<file path="src/logic/scg_defines.svh">
// Register offsets, field positions, reset values and timing figures
// for the system clock generator. Included by the package and the core.
`ifndef SCG_DEFINES_SVH
`define SCG_DEFINES_SVH

// Register byte offsets
`define SCG_CTRL_OFS 8'h00
`define SCG_PRESC_OFS 8'h04
`define SCG_PLLDIV_OFS 8'h08
`define SCG_STATUS_OFS 8'h0c

// Source select codes
`define SCG_SEL_WAKEUP 2'h0
`define SCG_SEL_OSC_PLL 2'h2
`define SCG_SEL_DIRECT 2'h3

// Field widths
`define SCG_K1_W 10
`define SCG_P_W 4
`define SCG_N_W 7
`define SCG_K2_W 7
`define SCG_VCO_W 16

// Control register field positions
`define SCG_CTRL_SEL_LSB 0
`define SCG_CTRL_BYP_BIT 2
`define SCG_CTRL_REF_BIT 3
`define SCG_CTRL_BAND_LSB 4

// PLL divider register field positions
`define SCG_PLL_P_LSB 0
`define SCG_PLL_N_LSB 8
`define SCG_PLL_K2_LSB 16

// Reset values
`define SCG_SEL_RESET 2'h0
`define SCG_BYP_RESET 1'h1
`define SCG_BAND_RESET 2'h0

// VCO half period limits in system clock cycles, per band
`define SCG_VCO_MIN_B0 16'h0004
`define SCG_VCO_MAX_B0 16'h0100
`define SCG_VCO_MIN_B1 16'h0002
`define SCG_VCO_MAX_B1 16'h0080
`define SCG_VCO_HALF_RESET 16'h0010

`endif

</file>
<file path="src/logic/scg_pkg.sv">
// Types of the system clock generator: switch states and core state.
// Assumes scg_defines.svh is on the include path.
`include "scg_defines.svh"

package scg_pkg;

    // Source switch states, Gray coded along run, drain, arm
    typedef enum logic [1:0] {
        SCG_RUN = 2'h0,
        SCG_DRAIN = 2'h1,
        SCG_ARM = 2'h3
    } scg_sw_type;

    // Register bus request
    typedef struct packed {
        logic [7:0] addr;
        logic [31:0] wdata;
        logic wr;
        logic rd;
    } scg_bus_type;

    // Whole state of the core
    typedef struct packed {
        logic [31:0] rd_data;
        logic [1:0] src_sel;
        logic byp;
        logic ref_sel;
        logic [1:0] band;
        logic [`SCG_K1_W-1:0] k1;
        logic [`SCG_P_W-1:0] in_div;
        logic [`SCG_N_W-1:0] fb_mul;
        logic [`SCG_K2_W-1:0] k2;
        logic [1:0] act_sel;
        logic act_byp;
        logic act_ref;
        scg_sw_type sw;
        logic osc_prev;
        logic [`SCG_K1_W-1:0] k1_cnt;
        logic [`SCG_P_W-1:0] p_cnt;
        logic [`SCG_N_W:0] vcnt;
        logic [`SCG_VCO_W-1:0] vco_half;
        logic [`SCG_VCO_W-1:0] vco_tmr;
        logic vco_lvl;
        logic [`SCG_K2_W-1:0] k2_cnt;
        logic locked;
        logic clk_out;
    } scg_state_type;

endpackage : scg_pkg

</file>
<file path="src/logic/scg_core.sv">
// System clock generator: selects direct, prescaled, PLL or wakeup
// clock and switches between them without runt phases.
// Assumes all source levels are sampled on sys_clk, which is fast
// enough to see every phase of each source.
//
// The strobed register port and the address map were left to the implementer.
`timescale 1ns/1ns
`include "scg_defines.svh"

module scg_core
    import scg_pkg::*;
#(
    parameter logic [`SCG_VCO_W-1:0] VCO_HALF_INIT = `SCG_VCO_HALF_RESET
) (
    // Clock and reset
    input wire logic sys_clk,
    input wire logic reset_n,
    // Register port
    input wire scg_bus_type bus,
    output logic [31:0] rd_data,
    // Clock source levels
    input wire logic direct_clock_input,
    input wire logic crystal_input,
    input wire logic internal_osc_input,
    input wire logic wakeup_oscillator_clock,
    // Generated clock and status
    output logic system_clock,
    output logic pll_locked,
    output logic switch_busy
);

    // Refuse a zero VCO start value
    if (VCO_HALF_INIT == '0) begin : g_chk
        $error("VCO_HALF_INIT must be nonzero");
    end

    scg_state_type q; // Registered state
    scg_state_type d; // Next state
    logic osc_lvl; // Selected oscillator level
    logic osc_rise; // Rising edge of selected oscillator
    logic pll_on; // PLL enabled by the active or the requested setting
    logic presc_lvl; // Prescaler output level
    logic pll_lvl; // PLL output level
    logic act_lvl; // Level of the active source
    logic new_lvl; // Level of the newly requested source
    logic vco_rise; // VCO rising edge this cycle
    logic pfd; // Divided reference edge this cycle
    logic [`SCG_VCO_W-1:0] vmin; // Band lower limit
    logic [`SCG_VCO_W-1:0] vmax; // Band upper limit
    logic [9:0] k2_nx; // Next output divider count, widened
    logic [9:0] p_nx; // Next input divider count, widened

    // Next value of a wrapping divider counter
    function automatic logic [9:0] div_next(input logic [9:0] cnt,
                                            input logic [9:0] fld);
        div_next = (cnt >= fld) ? 10'h000 : cnt + 10'h001;
    endfunction : div_next

    // Divider output level: source itself for divide by one
    function automatic logic div_lvl(input logic [9:0] cnt,
                                     input logic [9:0] fld,
                                     input logic src);
        logic [10:0] half;
        half = ({1'b0, fld} + 11'h001) >> 1;
        div_lvl = (fld == 10'h000) ? src : ({1'b0, cnt} < half);
    endfunction : div_lvl

    // Output level of a source for a given configuration
    function automatic logic src_lvl(input logic [1:0] sel,
                                     input logic byp,
                                     input logic dir,
                                     input logic wu,
                                     input logic pre,
                                     input logic pll);
        case (sel)
            `SCG_SEL_DIRECT: src_lvl = dir;
            `SCG_SEL_OSC_PLL: src_lvl = byp ? pre : pll;
            `SCG_SEL_WAKEUP: src_lvl = wu;
            default: src_lvl = 1'b0;
        endcase
    endfunction : src_lvl

    // Source levels, edges and band limits
    always_comb begin
        osc_lvl = q.act_ref ? internal_osc_input : crystal_input;
        osc_rise = osc_lvl & ~q.osc_prev;
        // Also run for a requested PLL so a switch to it can complete
        pll_on = ((q.act_sel == `SCG_SEL_OSC_PLL) & ~q.act_byp)
                 | ((q.src_sel == `SCG_SEL_OSC_PLL) & ~q.byp);
        presc_lvl = div_lvl(q.k1_cnt, q.k1, osc_lvl);
        pll_lvl = div_lvl({3'h0, q.k2_cnt}, {3'h0, q.k2}, q.vco_lvl);
        act_lvl = src_lvl(q.act_sel, q.act_byp, direct_clock_input,
                          wakeup_oscillator_clock, presc_lvl, pll_lvl);
        new_lvl = src_lvl(q.src_sel, q.byp, direct_clock_input,
                          wakeup_oscillator_clock, presc_lvl, pll_lvl);
        vco_rise = pll_on & (q.vco_tmr == '0) & ~q.vco_lvl;
        pfd = pll_on & osc_rise & (q.p_cnt >= q.in_div);
        k2_nx = div_next({3'h0, q.k2_cnt}, {3'h0, q.k2});
        p_nx = div_next({6'h0, q.p_cnt}, {6'h0, q.in_div});
        vmin = q.band[0] ? `SCG_VCO_MIN_B1 : `SCG_VCO_MIN_B0;
        vmax = q.band[0] ? `SCG_VCO_MAX_B1 : `SCG_VCO_MAX_B0;
    end

    // Next state: registers, dividers, PLL loop and source switch
    always_comb begin
        d = q;
        d.rd_data = 32'h0000_0000;
        d.osc_prev = osc_lvl;
        // Register writes
        if (bus.wr) begin
            case (bus.addr)
                `SCG_CTRL_OFS: begin
                    d.src_sel = bus.wdata[`SCG_CTRL_SEL_LSB +: 2];
                    d.byp = bus.wdata[`SCG_CTRL_BYP_BIT];
                    d.ref_sel = bus.wdata[`SCG_CTRL_REF_BIT];
                    // Reserved band codes keep the old band
                    if (!bus.wdata[`SCG_CTRL_BAND_LSB + 1]) begin
                        d.band = bus.wdata[`SCG_CTRL_BAND_LSB +: 2];
                    end
                end
                `SCG_PRESC_OFS: begin
                    d.k1 = bus.wdata[`SCG_K1_W-1:0];
                end
                `SCG_PLLDIV_OFS: begin
                    d.in_div = bus.wdata[`SCG_PLL_P_LSB +: `SCG_P_W];
                    d.fb_mul = bus.wdata[`SCG_PLL_N_LSB +: `SCG_N_W];
                    d.k2 = bus.wdata[`SCG_PLL_K2_LSB +: `SCG_K2_W];
                end
                default: begin
                end
            endcase
        end
        // Register reads, data valid next cycle only
        if (bus.rd) begin
            case (bus.addr)
                `SCG_CTRL_OFS: d.rd_data = {26'h0, q.band, q.ref_sel,
                                            q.byp, q.src_sel};
                `SCG_PRESC_OFS: d.rd_data = {22'h0, q.k1};
                `SCG_PLLDIV_OFS: d.rd_data = {9'h0, q.k2, 1'b0, q.fb_mul,
                                              4'h0, q.in_div};
                `SCG_STATUS_OFS: d.rd_data = {25'h0, q.clk_out,
                                              q.locked, q.sw != SCG_RUN,
                                              q.act_ref, q.act_byp,
                                              q.act_sel};
                default: d.rd_data = 32'h0000_0000;
            endcase
        end
        // Prescaler counts oscillator rising edges
        if (osc_rise) begin
            d.k1_cnt = div_next(q.k1_cnt, q.k1);
        end
        // VCO: half period timer toggles the VCO level
        if (pll_on) begin
            if (q.vco_tmr == '0) begin
                d.vco_tmr = q.vco_half;
                d.vco_lvl = ~q.vco_lvl;
            end else begin
                d.vco_tmr = q.vco_tmr - 1'b1;
            end
            if (vco_rise) begin
                d.k2_cnt = k2_nx[`SCG_K2_W-1:0];
                if (q.vcnt != '1) begin
                    d.vcnt = q.vcnt + 1'b1;
                end
            end
            if (osc_rise) begin
                d.p_cnt = p_nx[`SCG_P_W-1:0];
            end
            // Compare VCO cycles per divided reference with N
            if (pfd) begin
                d.vcnt = '0;
                d.locked = (q.vcnt == {1'b0, q.fb_mul} + 1'b1);
                // One cycle step per comparison keeps changes smooth
                if (q.vcnt < {1'b0, q.fb_mul} + 1'b1) begin
                    if (q.vco_half > vmin) begin
                        d.vco_half = q.vco_half - 1'b1;
                    end
                end else if (q.vcnt > {1'b0, q.fb_mul} + 1'b1) begin
                    if (q.vco_half < vmax) begin
                        d.vco_half = q.vco_half + 1'b1;
                    end
                end
            end
            // Keep the loop inside the selected band
            if (q.vco_half < vmin) begin
                d.vco_half = vmin;
            end else if (q.vco_half > vmax) begin
                d.vco_half = vmax;
            end
        end else begin
            d.locked = 1'b0;
            d.vcnt = '0;
            d.p_cnt = '0;
        end
        // Glitch free source switch
        case (q.sw)
            SCG_RUN: begin
                d.clk_out = act_lvl;
                if ({q.src_sel, q.byp, q.ref_sel} !=
                    {q.act_sel, q.act_byp, q.act_ref}) begin
                    d.sw = SCG_DRAIN;
                end
            end
            SCG_DRAIN: begin
                // Finish the running high phase of the old source
                d.clk_out = act_lvl & q.clk_out;
                if (!act_lvl) begin
                    d.sw = SCG_ARM;
                end
            end
            SCG_ARM: begin
                // Hold low until the new source is low as well
                d.clk_out = 1'b0;
                if (!new_lvl) begin
                    d.act_sel = q.src_sel;
                    d.act_byp = q.byp;
                    d.act_ref = q.ref_sel;
                    d.sw = SCG_RUN;
                end
            end
            default: begin
                d.clk_out = 1'b0;
                d.sw = SCG_RUN;
            end
        endcase
    end

    // State register
    always_ff @(posedge sys_clk or negedge reset_n) begin
        if (!reset_n) begin
            q <= '0;
            q.src_sel <= `SCG_SEL_RESET;
            q.byp <= `SCG_BYP_RESET;
            q.band <= `SCG_BAND_RESET;
            q.act_sel <= `SCG_SEL_RESET;
            q.act_byp <= `SCG_BYP_RESET;
            q.sw <= SCG_RUN;
            q.vco_half <= VCO_HALF_INIT;
        end else begin
            q <= d;
        end
    end

    // Outputs from flip-flops, switch_busy decoded from the switch state
    assign rd_data = q.rd_data;
    assign system_clock = q.clk_out;
    assign pll_locked = q.locked;
    assign switch_busy = q.sw != SCG_RUN;

    // Direct drive follows the input one cycle later
    AST_DIRECT: assert property (@(posedge sys_clk) disable iff (!reset_n)
        (q.sw == SCG_RUN && d.sw == SCG_RUN
         && q.act_sel == `SCG_SEL_DIRECT)
        |=> system_clock == $past(direct_clock_input))
        else $error("direct drive output differs from input");

    // Wakeup mode follows the wakeup oscillator
    AST_WAKEUP: assert property (@(posedge sys_clk) disable iff (!reset_n)
        (q.sw == SCG_RUN && d.sw == SCG_RUN
         && q.act_sel == `SCG_SEL_WAKEUP)
        |=> system_clock == $past(wakeup_oscillator_clock))
        else $error("wakeup output differs from oscillator");

    // Prescaler counter steps by one on each oscillator edge below the field
    AST_PRESC_STEP: assert property (@(posedge sys_clk)
        disable iff (!reset_n)
        (osc_rise && q.k1_cnt < q.k1 && !bus.wr)
        |=> q.k1_cnt == $past(q.k1_cnt) + 1'b1)
        else $error("prescaler counter did not advance");

    // Divide by field plus one: a full K1 span of edges wraps to zero
    AST_PRESC_WRAP: assert property (@(posedge sys_clk)
        disable iff (!reset_n)
        (osc_rise && q.k1_cnt == q.k1) |=> q.k1_cnt == '0)
        else $error("prescaler did not wrap at its limit");

    // Reserved band codes never take effect
    AST_BAND: assert property (@(posedge sys_clk) disable iff (!reset_n)
        (bus.wr && bus.addr == `SCG_CTRL_OFS
         && bus.wdata[`SCG_CTRL_BAND_LSB + 1])
        |=> q.band == $past(q.band))
        else $error("reserved band code accepted");

    // VCO period moves by at most one step per cycle unless a band change clamps it
    AST_SMOOTH: assert property (@(posedge sys_clk) disable iff (!reset_n)
        (pll_on && $past(pll_on) && $stable(q.band))
        |-> (q.vco_half == $past(q.vco_half)
             || q.vco_half == $past(q.vco_half) + 1'b1
             || q.vco_half == $past(q.vco_half) - 1'b1))
        else $error("VCO period jumped");

    // PLL off keeps the VCO still and unlocked
    AST_PLL_OFF: assert property (@(posedge sys_clk) disable iff (!reset_n)
        !pll_on |=> ($stable(q.vco_lvl) && !pll_locked))
        else $error("VCO ran while PLL disabled");

    // Output divider stays within K2 states
    AST_K2: assert property (@(posedge sys_clk) disable iff (!reset_n)
        (vco_rise && q.k2_cnt >= q.k2) |=> q.k2_cnt == '0)
        else $error("output divider overran K2");

    // Arming holds the output low for the whole wait
    AST_ARM_LOW: assert property (@(posedge sys_clk) disable iff (!reset_n)
        (q.sw == SCG_ARM) |=> !system_clock)
        else $error("output high while arming new source");

    // Drain never raises the output
    AST_DRAIN: assert property (@(posedge sys_clk) disable iff (!reset_n)
        (q.sw == SCG_DRAIN && !system_clock) |=> !system_clock)
        else $error("output rose while draining old source");

endmodule : scg_core

</file>
<file path="config.mk">
export PLATFORM = sky130hd
export DESIGN_NAME = scg_core
export DESIGN_NICKNAME = d
export VERILOG_FILES = /design/src/logic/scg_pkg.sv /design/src/logic/scg_core.sv
export VERILOG_INCLUDE_DIRS = /design/src /design/src/logic
export SDC_FILE = /design/constraint.sdc
export NUM_CORES = 1
export LEC_CHECK = 0
export ABC_AREA = 1
export BUFFER_PORTS_ARGS = -buffer_cell sky130_fd_sc_hd__buf_2
export CAP_MARGIN = 20
export CORE_MARGIN = 10
export CORE_UTILIZATION = 55
export CTS_BUF_LIST = sky130_fd_sc_hd__clkbuf_4 sky130_fd_sc_hd__clkbuf_8
export CTS_CLUSTER_SIZE = 8
export DETAILED_ROUTE_END_ITERATION = 7
export GPL_TIMING_DRIVEN = 0
export PLACE_DENSITY = 0.81
export SLEW_MARGIN = 30
export SYNTH_ARGS = -nofsm -noshare
export SYNTH_HDL_FRONTEND = slang
export SYNTH_SLANG_ARGS = --single-unit
</file>
<file path="constraint.sdc">
create_clock -name sys_clk -period 3.9 [get_ports sys_clk]
set_clock_uncertainty 0.1 [all_clocks]
set_input_delay 0.39 -clock sys_clk [delete_from_list [all_inputs] [get_ports sys_clk]]
set_output_delay 0.39 -clock sys_clk [all_outputs]
set_load 0.02 [all_outputs]
</file>
# Yosys cells after proc, flatten, opt, wreduce, memory -nomap -nowiden
# Cells that the tools add are included.
[totals]
ff_bits = 136
out_inout_bits = 35
wordCells = 134
[op_classes]
add_sub_neg = 10
order_cmp = 12
eq_ne = 20
n_mux = 33
bitwise_logic = 15
reduce_logical = 21
[op_table]
columns = ["operator", "n"]
rows = [
  ["16-bit 2-to-1 mux", 7],
  ["23-bit one-hot mux with 4 select lines", 1],
  ["16-bit by 1-bit subtractor with 16-bit output (second input constant)", 2],
  ["24-bit 2-to-1 mux", 1],
  ["23-bit 2-to-1 mux", 1],
  ["16-bit by 1-bit adder with 16-bit output (second input constant)", 1],
  ["7-bit by 1-bit adder with 8-bit output (second input constant)", 2],
  ["8-bit by 4-bit equality test with 1-bit output (second input constant)", 2],
  ["16-bit by 3-bit > comparator with 1-bit output", 1],
  ["16-bit by 9-bit > comparator with 1-bit output", 1],
  ["16-bit logical NOT", 1],
  ["16-bit by 3-bit less-than comparator with 1-bit output", 1],
  ["16-bit by 9-bit less-than comparator with 1-bit output", 1],
  ["8-bit 2-to-1 mux", 2],
  ["2-bit AND reduction", 7],
  ["12-bit 2-to-1 mux", 1],
  ["10-bit by 1-bit adder with 11-bit output (second input constant)", 1],
  ["10-bit by 1-bit adder with 10-bit output (second input constant)", 1],
  ["2-bit equality test (second input constant)", 5],
  ["10-bit >= comparator", 1],
  ["10-bit logical NOT", 1],
  ["10-bit less-than comparator", 1],
  ["10-bit 2-to-1 mux", 1],
  ["9-bit 2-to-1 mux", 1],
  ["36 further kinds", 67],
]

# Longest topological paths before layout
# Gate-level depths: netlist (run 1).
[logic_depth]
ltp_word = 9
mapped_depth = 24
mapped_depth_nobuf = 24

# Worst setup path before layout (run 1)
# OpenSTA, ideal clock, no wires.
[synth_timing]
path_kind = "register to register"
start = "reg q[80] (netlist bit)"
end = "reg q[41] (netlist bit)"
setup_time_ns = 0.117
arrival_ns = 3.064
slack_ns = 0.619
stages_incl_launch_ff = 24
path_buffers = 0
period_less_slack_ns = 3.281
path_cell_list = "dfrtp_1 > inv_1 > nor3_1 > nand3_1 > nor2_1 > nand2_1 > ha_1 > a21o_1 > nor2_1 > nand2_1 > inv_1 > ha_1 > nand2_1 > inv_1 > a21oi_1 > nand2_1 > nand2_1 > nand2_1 > inv_1 > nand2_1 > nand3_1 > nor2_1 > nand3_1 > nand2_1"
[synth_via]
elab_chain_len = 6
word_cells_on_any_way = 11
classes_between = "add/sub: 1; order compare: 2; eq/ne: 1; mux: 4; reduce/logical: 3"
[synth_rtl]
columns = ["element", "line", "text"]
rows = [
  ["start, declared", "scg_core.sv:37", "scg_state_type q;"],
  ["7-bit by 1-bit adder with 8-bit output (*)", "scg_core.sv:174, scg_core.sv:178", ""],
  ["8-bit less-than comparator", "scg_core.sv:174", "if (q.vcnt < {1'b0, q.fb_mul} + 1'b1) begin"],
  ["16-bit 2-to-1 mux", "scg_core.sv:174", ""],
  ["24-bit 2-to-1 mux", "scg_core.sv:170", "if (pfd) begin"],
  ["16-bit 2-to-1 mux", "scg_core.sv:187", "end else if (q.vco_half > vmax) begin"],
  ["16-bit 2-to-1 mux", "scg_core.sv:185", "if (q.vco_half < vmin) begin"],
]
# Every way passes the cells marked *; elsewhere a longest branch is shown, timed or not. The select of a mux whose other input is x is not followed.
# A chain may end at the register's enable or synchronous reset.

# Worst setup path in the final report (run 1)
[layout_timing]
start = "reg q[78] (netlist bit)"
end = "reg q[41] (netlist bit)"
# The elaborated chain is that of the path after synthesis.

==> summary.md, run 1 <==
| Metric | Value |
|---|---|
| Layout cells sized above 1 | `0.146` |
| GRT overflow | `0` |
| Drt wl/cell | `14.6 um` |
| Crit path DAT | `3.96 ns` |
| Die H | `147 um` |
| Worst hold slack | `0.0697 ns` |
| Max VDD drop | `243 uV` |
| Core area | `~16,000 sq um` |
| Cells after DPL | `1,475` |
| Cell count after synthesis | `1,187` |
| Hold Path Class | `input port to flop` |
| MaxCap Viol Count | `0` |
| Final WL | `22.0 mm` |
| Detailed placement HPWL | `16.8 mm` |
| Num ports | `83` |
| Root Driver | `clkbuf_8` |
| Antenna Violating Nets Remaining | `0` |
| N_diodes | `0` |
| Commonest non-fill, non-tap cell in the layout | `nand2_1` |
| Fill cell count | `1,351` |
| Avg Vias per Cell | `5.38` |
| Iter 0 DRT Violations | `623` |
| PnR worst setup slack | `0.231 ns` |
| Final Setup Violations | `0` |
| Fin. max-slew vios | `0` |
| Synthesized flop and latch total | `roughly 130` |
| Post-synth EDFFs | `0` |
| Average cell area after synthesis | `7.44 sq um` |
| Number of global-route vias before repair | `7,771` |
| CTS tree | `yes` |
| Fmax | `273 MHz` |
| DR pass1 iterations | `5` |
| Kind of critical path | `flop to flop` |
| RSZ-0062 raised after global routing | `yes` |
| Total number of vias | `8,128` |
| Synth warnings | `0` |
| FP Rows | `46` |
| Final Util | `0.632` |
| Final Cell Area | `10000 sq um` |
| Crit start category | `flop` |
| Placement-stage cell area | `9480 sq um` |
| First-pass GRT wire length | `36.9 mm` |
| Crit path max fanout | `14` |
| Post-place setup slack | `-0.139 ns` |
| Starting Density | `0.558` |
| Initial antenna violation count | `0` |
| Final nets | `1,404` |
| Power density over the cells | `424 nW/um^2` |
| Async SR Flop Fraction | `1.00` |
| PortBufs | `62` |
| Outcome | `completed` |
| Num Clock Sinks | `126` |
| DRC Markers | `0` |
| Final Hold Viols | `0` |
| Tmin final | `3.67 ns` |
| Gpl congestion | `0.925` |
| Clk_lat worst skew | `0.46 ns` |
| Htree depth | `4` |
| Area growth, synth to finish | `13.2%` |
| Most frequent cells in the layout | `nand2_1, inv_1, nor2_1, dfrtp_1, nand3_1` |
| Sequential fraction of the synthesis area | `0.358` |
| Static Leak | `5.36 nW` |
| Post-Synthesis Cell Area | `roughly 8800 sq um` |
| Setup tns final | `0 ns` |
| Most used flip-flop cell after synthesis | `dfrtp_1` |
| Crit path required time | `4.19 ns` |
| Largest net degree at the start of global routing | `82` |
| Longest Clk Path Bufs | `2` |
| Total Power | `4.24 mW` |
| Die width | `147 um` |
| Critical Path End Type | `flop` |
| Tcrit/Tclk final | `0.941` |
| Worst-path clk slew | `~0.080 ns` |
| Post-Layout Cell Count | `1,511` |
| Total GRT Usage | `0.205` |
| Netlist cell types | `48` |
| Die footprint | `21,500 sq um` |
| Num CTS Buffers | `17` |
## state kept, by name, summed over array words and instances (netlist names)
| signal | flops |
|---|---|
| system_clock | 1 |
| rd_data | 22 |
| pll_locked | 1 |
| q | 102 |
## power by group
part,internal (mW),switching (mW)
Combinational,0.475,0.879
Sequential,1.46,0.174
Clock,0.677,0.568
Total,2.62,1.62
## worst max-delay path, cell delays in order (launching register included)
cell,delay (ns)
dfrtp_1,0.43
inv_1,0.12
nor3_4,0.17
nand3_1,0.14
nor2_1,0.12
nand2_1,0.07
ha_1,0.29
nand2_1,0.08
nor2_2,0.15
nand2_1,0.11
nand2_2,0.11
clkinvlp_4,0.11
buf_12,0.15
buf_4,0.15
ha_1,0.34
nand2_1,0.13
inv_1,0.05
nand2_1,0.07
nand2_1,0.05
a21oi_1,0.14
nand2_2,0.11
nand3_1,0.09
nand3_1,0.08
nor2_1,0.10
nand3_1,0.08
nand2_1,0.06
## logic make-up (layout without fill, tap and decap cells)
logic type / count (synthesis) / after routing / share of synthesized area
buffers and inverters: 196 / 295 / 0.100
multiplexers: 1 / 1 / 0.00128
other: 1 / 10 / 0.000425
flip-flops: 126 / 126 / 0.358
XOR/XNOR: 45 / 45 / 0.0446
AO/OA/AOI/OAI: 166 / 166 / 0.105
AND/OR/NAND/NOR: 578 / 578 / 0.285
adder cells (fa/ha/maj): 74 / 74 / 0.106
## cells in the mapped netlist, types with 4 or more instances
library cell | number | area share
ha_1 | 73 | 0.10
xor2_1 | 31 | 0.031
nor3_1 | 31 | 0.018
o21ai_1 | 11 | 0.0062
xnor2_1 | 14 | 0.014
dfrtp_1 | 123 | 0.35
o22ai_1 | 8 | 0.0057
clkbuf_1 | 7 | 0.0030
a221oi_1 | 4 | 0.0040
a21oi_1 | 59 | 0.033
o31ai_1 | 4 | 0.0034
or2_2 | 5 | 0.0035
buf_2 | 6 | 0.0034
inv_1 | 142 | 0.060
nand3b_1 | 5 | 0.0043
o21ai_0 | 59 | 0.033
inv_2 | 5 | 0.0021
nand2_1 | 273 | 0.12
nand3_1 | 81 | 0.046
buf_4 | 33 | 0.028
nand4_1 | 19 | 0.013
nor2_1 | 140 | 0.060
nand2_2 | 6 | 0.0043
## layout make-up
type / count / area, sq um / share of cell area
plain buffers: 48 / 327 / 0.0327
flip-flops and latches: 126 / 3160 / 0.316
clock inverters: 12 / 161 / 0.0161
clock buffers: 20 / 269 / 0.0269
repair buffers: 67 / 393 / 0.0393
well taps: 216 / 270 / 0.0270
inverters: 148 / 562 / 0.0562
multi-input cells: 874 / 4860 / 0.486
## layer usage
metal / up-vias / routed length, um / GRT usage
met5: - / 0 / 0
met4: 0 / 548 / 0.0806
met3: 49 / 1490 / 0.0386
met2: 309 / 10100 / 0.322
met1: 3735 / 9880 / 0.272
li1: 4035 / - / -
## what timing repair did
action / CTS / global route
setup buffers: 2 / 1
endpoints found under the hold margin: 44 / 0
gates resized for setup: 1 / 12
pin swaps: 0 / 1
hold buffers: 1 / 0
setup endpoints to repair: 9 / 12
cloned: 0 / 0
## final timing paths
kind	startpoint	depth (start not counted)	to	slack, ns
hold reg to reg	q[68]	2	q[68]	0.39
setup reg to reg	q[78]	25	q[41]	0.23
hold / removal	bus[6]	3	q[99]	0.07
setup / recovery	q[78]	25	q[41]	0.23
min in group asynchronous	reset_n	2	q[22]	0.33
max in group asynchronous	reset_n	3	q[68]	2.65
Note: power is estimated with default switching activity, not from simulation.
==> inputs of run 2 (changes only) <==
- GPL_TIMING_DRIVEN: 0 -> default
- clock period: 3.9 -> 4.15 ns (I/O delays scaled with it)
==> summary.md, run 2 (same netlist as run 1, synthesis figures left out) <==
| Metric | Value |
|---|---|
| Outcome | `completed` |
| Static Leak | `5.10 nW` |
| Total Power | `between 3 and 4 mW` |
| Core area | `15,800 sq um` |
| Sw frac | `0.387` |
| Clk_lat worst skew | `0.46 ns` |
| Iter 0 DRT Violations | `633` |
| Worst Path Buf+Inv | `2` |
| Crit path max fanout | `16` |
| Detailed placement HPWL | `15.9 mm` |
| Commonest non-fill, non-tap cell in the layout | `nand2_1` |
| Clock power frac | `0.272` |
| Worst path max stage delay | `0.41 ns` |
| MaxCap Viol Count | `0` |
| Antenna Violating Nets Remaining | `0` |
| Critical Path End Type | `flop` |
| Num CTS Buffers | `17` |
| Crit start category | `flop` |
| DRC Markers | `0` |
| Num Clock Sinks | `126` |
| PnR worst setup slack | `between 0.3 and 0.4 ns` |
| Gpl congestion | `0.963` |
| Global-route layer with the greatest usage | `met2` |
| Post-place setup slack | `0.387 ns` |
| Area growth, synth to finish | `8.02%` |
| Starting Density | `0.558` |
| Power density over the cells | `roughly 400 nW/um^2` |
| Largest net degree at the start of global routing | `77` |
| Cells after DPL | `1,429` |
| FP Rows | `46` |
| # Post-CTS Setup Buffers | `0` |
| Initial antenna violation count | `0` |
| Root Driver | `clkbuf_8` |
| CTS tree | `yes` |
| RSZ-0062 raised after global routing | `no` |
| Final WL | `21.1 mm` |
| Die H | `147 um` |
| Hold Path Class | `input port to flop` |
| DR pass1 iterations | `5` |
| PortBufs | `62` |
| GR Layer Usage met3 | `0.0371` |
| Tmin final | `3.81 ns` |
| CP cell instances | `ha_1 -> nand3_1 -> nor3_1 -> xor2_1 -> ha_1 -> nand2_1 -> nor2_1 -> nor2_1 -> nand2_1 -> inv_1 -> buf_4 -> ha_1 -> a21oi_1 -> nand2_1 -> nand2_1 -> nand2_1 -> nand3_1 -> nand3_1 -> nand2_1 -> nand4_1 -> o21ai_1` |
| Setup tns final | `0 ns` |
| GRT overflow | `0` |
| Post-Layout Cell Count | `~1,500` |
| Actual transition at the worst max-transition pin | `0.706 ns` |
| Drt wl/cell | `between 10 and 15 um` |
| Worst-path clk slew | `0.08 ns` |
| First-pass GRT wire length | `35.6 mm` |
| Die footprint | `roughly 22,000 sq um` |
| Die width | `147 um` |
| Max reg flops | `about 100` |
| Most used cell, CP | `nand2_1` |
| Net switching power | `1.47 mW` |
| Final nets | `1,355` |
| Fill cell count | `1,456` |
| Total number of vias | `slightly below 8,000` |
| Worst slew margin | `0.529` |
| Final Hold Viols | `0` |
| CP max-delay cell | `dfrtp_1` |
| Kind of critical path | `flop to flop` |
| Most frequent cells in the layout | `nand2_1, inv_1, nor2_1, dfrtp_1, nand3_1` |
| Longest Clk Path Bufs | `2` |
| Crit path required time | `between 4 and 5 ns` |
| Fin. max-slew vios | `0` |
| Layout cells sized above 1 | `0.110` |
| Htree depth | `4` |
| Internal power | `2.32 mW` |
| Largest register by flop count | `q` |
| Number of global-route vias before repair | `7,552` |
| N_diodes | `0` |
| Fmax | `roughly 260 MHz` |
| Final Setup Violations | `0` |
| Logic pwr share | `0.320` |
| Tcrit/Tclk final | `0.919` |
| Crit-path leading delay family | `simple AND/OR/NAND/NOR gates` |
| Crit path DAT | `4.09 ns` |
| Total GRT Usage | `0.197` |
| Num ports | `83` |
| Flop pwr share | `0.408` |
| Met1 Use GR | `0.256` |
| Avg Vias per Cell | `5.40` |
| M2 GR Usage | `0.318` |
| Max VDD drop | `206 uV` |
-- run 2: changes by cell type in the layout (fill, tap and decap cells not counted), sizes merged --
| cell | delta |
|---|---|
| buf | -42 |
| clkbuf | -5 |
| bufinv | -2 |
-- run 2: timing repair --
item | CTS | global route
setup endpoints to repair | 0 | 4
hold endpoints to repair | 73 | 0
gates resized for setup | 0 | 1
hold buffers | 1 | 0
-- run 2: area by class of cell --
type | instances | area [sq um] | share of cell area
clock buffers | 22 | 284 | 0.0298
clock inverters | 10 | 92.6 | 0.00971
repair buffers | 66 | 349 | 0.0366
flip-flops and latches | 126 | 3160 | 0.331
well taps | 216 | 270 | 0.0283
multi-input cells | 874 | 4820 | 0.506
inverters | 148 | 558 | 0.0585
-- run 2: power by group through the flow --
stage / Combinational (mW) / Clock [mW] / Sequential, mW
2_1_floorplan: 0.944 / 0 / 1.52
3_3_place_gp: 1.17 / 0 / 1.55
3_5_place_dp: 1.20 / 0 / 1.56
4_1_cts: 1.21 / 1.04 / 1.54
5_1_grt: 1.40 / 1.10 / 1.57
6_report: 1.21 / 1.03 / 1.55
-- run 2: worst reg2reg max path, stage by stage, from the launching register on --
cell and delay, ns:
dfrtp_1 0.41, ha_1 0.21, nand3_1 0.12, nor3_1 0.23
xor2_1 0.23, ha_1 0.28, nand2_1 0.09, nor2_1 0.05
nor2_1 0.17, nand2_1 0.13, inv_1 0.07, buf_4 0.23
ha_1 0.33, a21oi_1 0.22, nand2_1 0.17, nand2_1 0.10
nand2_1 0.08, nand3_1 0.12, nand3_1 0.08, nand2_1 0.10
nand4_1 0.08, o21ai_1 0.14
-- run 2: layer usage --
metal  wire, um  part of all wire  vias up
met5          0                 0        -
met4        526             0.025        0
met3       1410             0.067       48
li1           -                 -     3944
met1       9460              0.45     3645
met2       9690              0.46      259
-- run 2: per-stage QoR --
stage / area [sq um] / util / hold slack (ns)
2_1_floorplan: 8860 / - / 0.0194
3_3_place_gp: 9140 / 0.577 / 0.383
3_5_place_dp: 9140 / 0.578 / 0.372
4_1_cts: 9530 / 0.602 / 0.0774
5_1_grt: 9540 / 0.602 / 0.0992
6_report: 9540 / 0.602 / 0.0949
-- run 2: path summary, 6_finish.rpt --
kind                              start    end  slack (ns)  cells after the start
min in group asynchronous       reset_n  q[38]        0.45                      2
max in group asynchronous       reset_n  q[68]        2.61                      3
worst min-delay path             bus[6]  q[99]        0.09                      3
worst max register to register    q[78]  q[40]        0.34                     21
worst max-delay path              q[78]  q[40]        0.34                     21
worst min register to register    q[66]  q[65]        0.40                      1
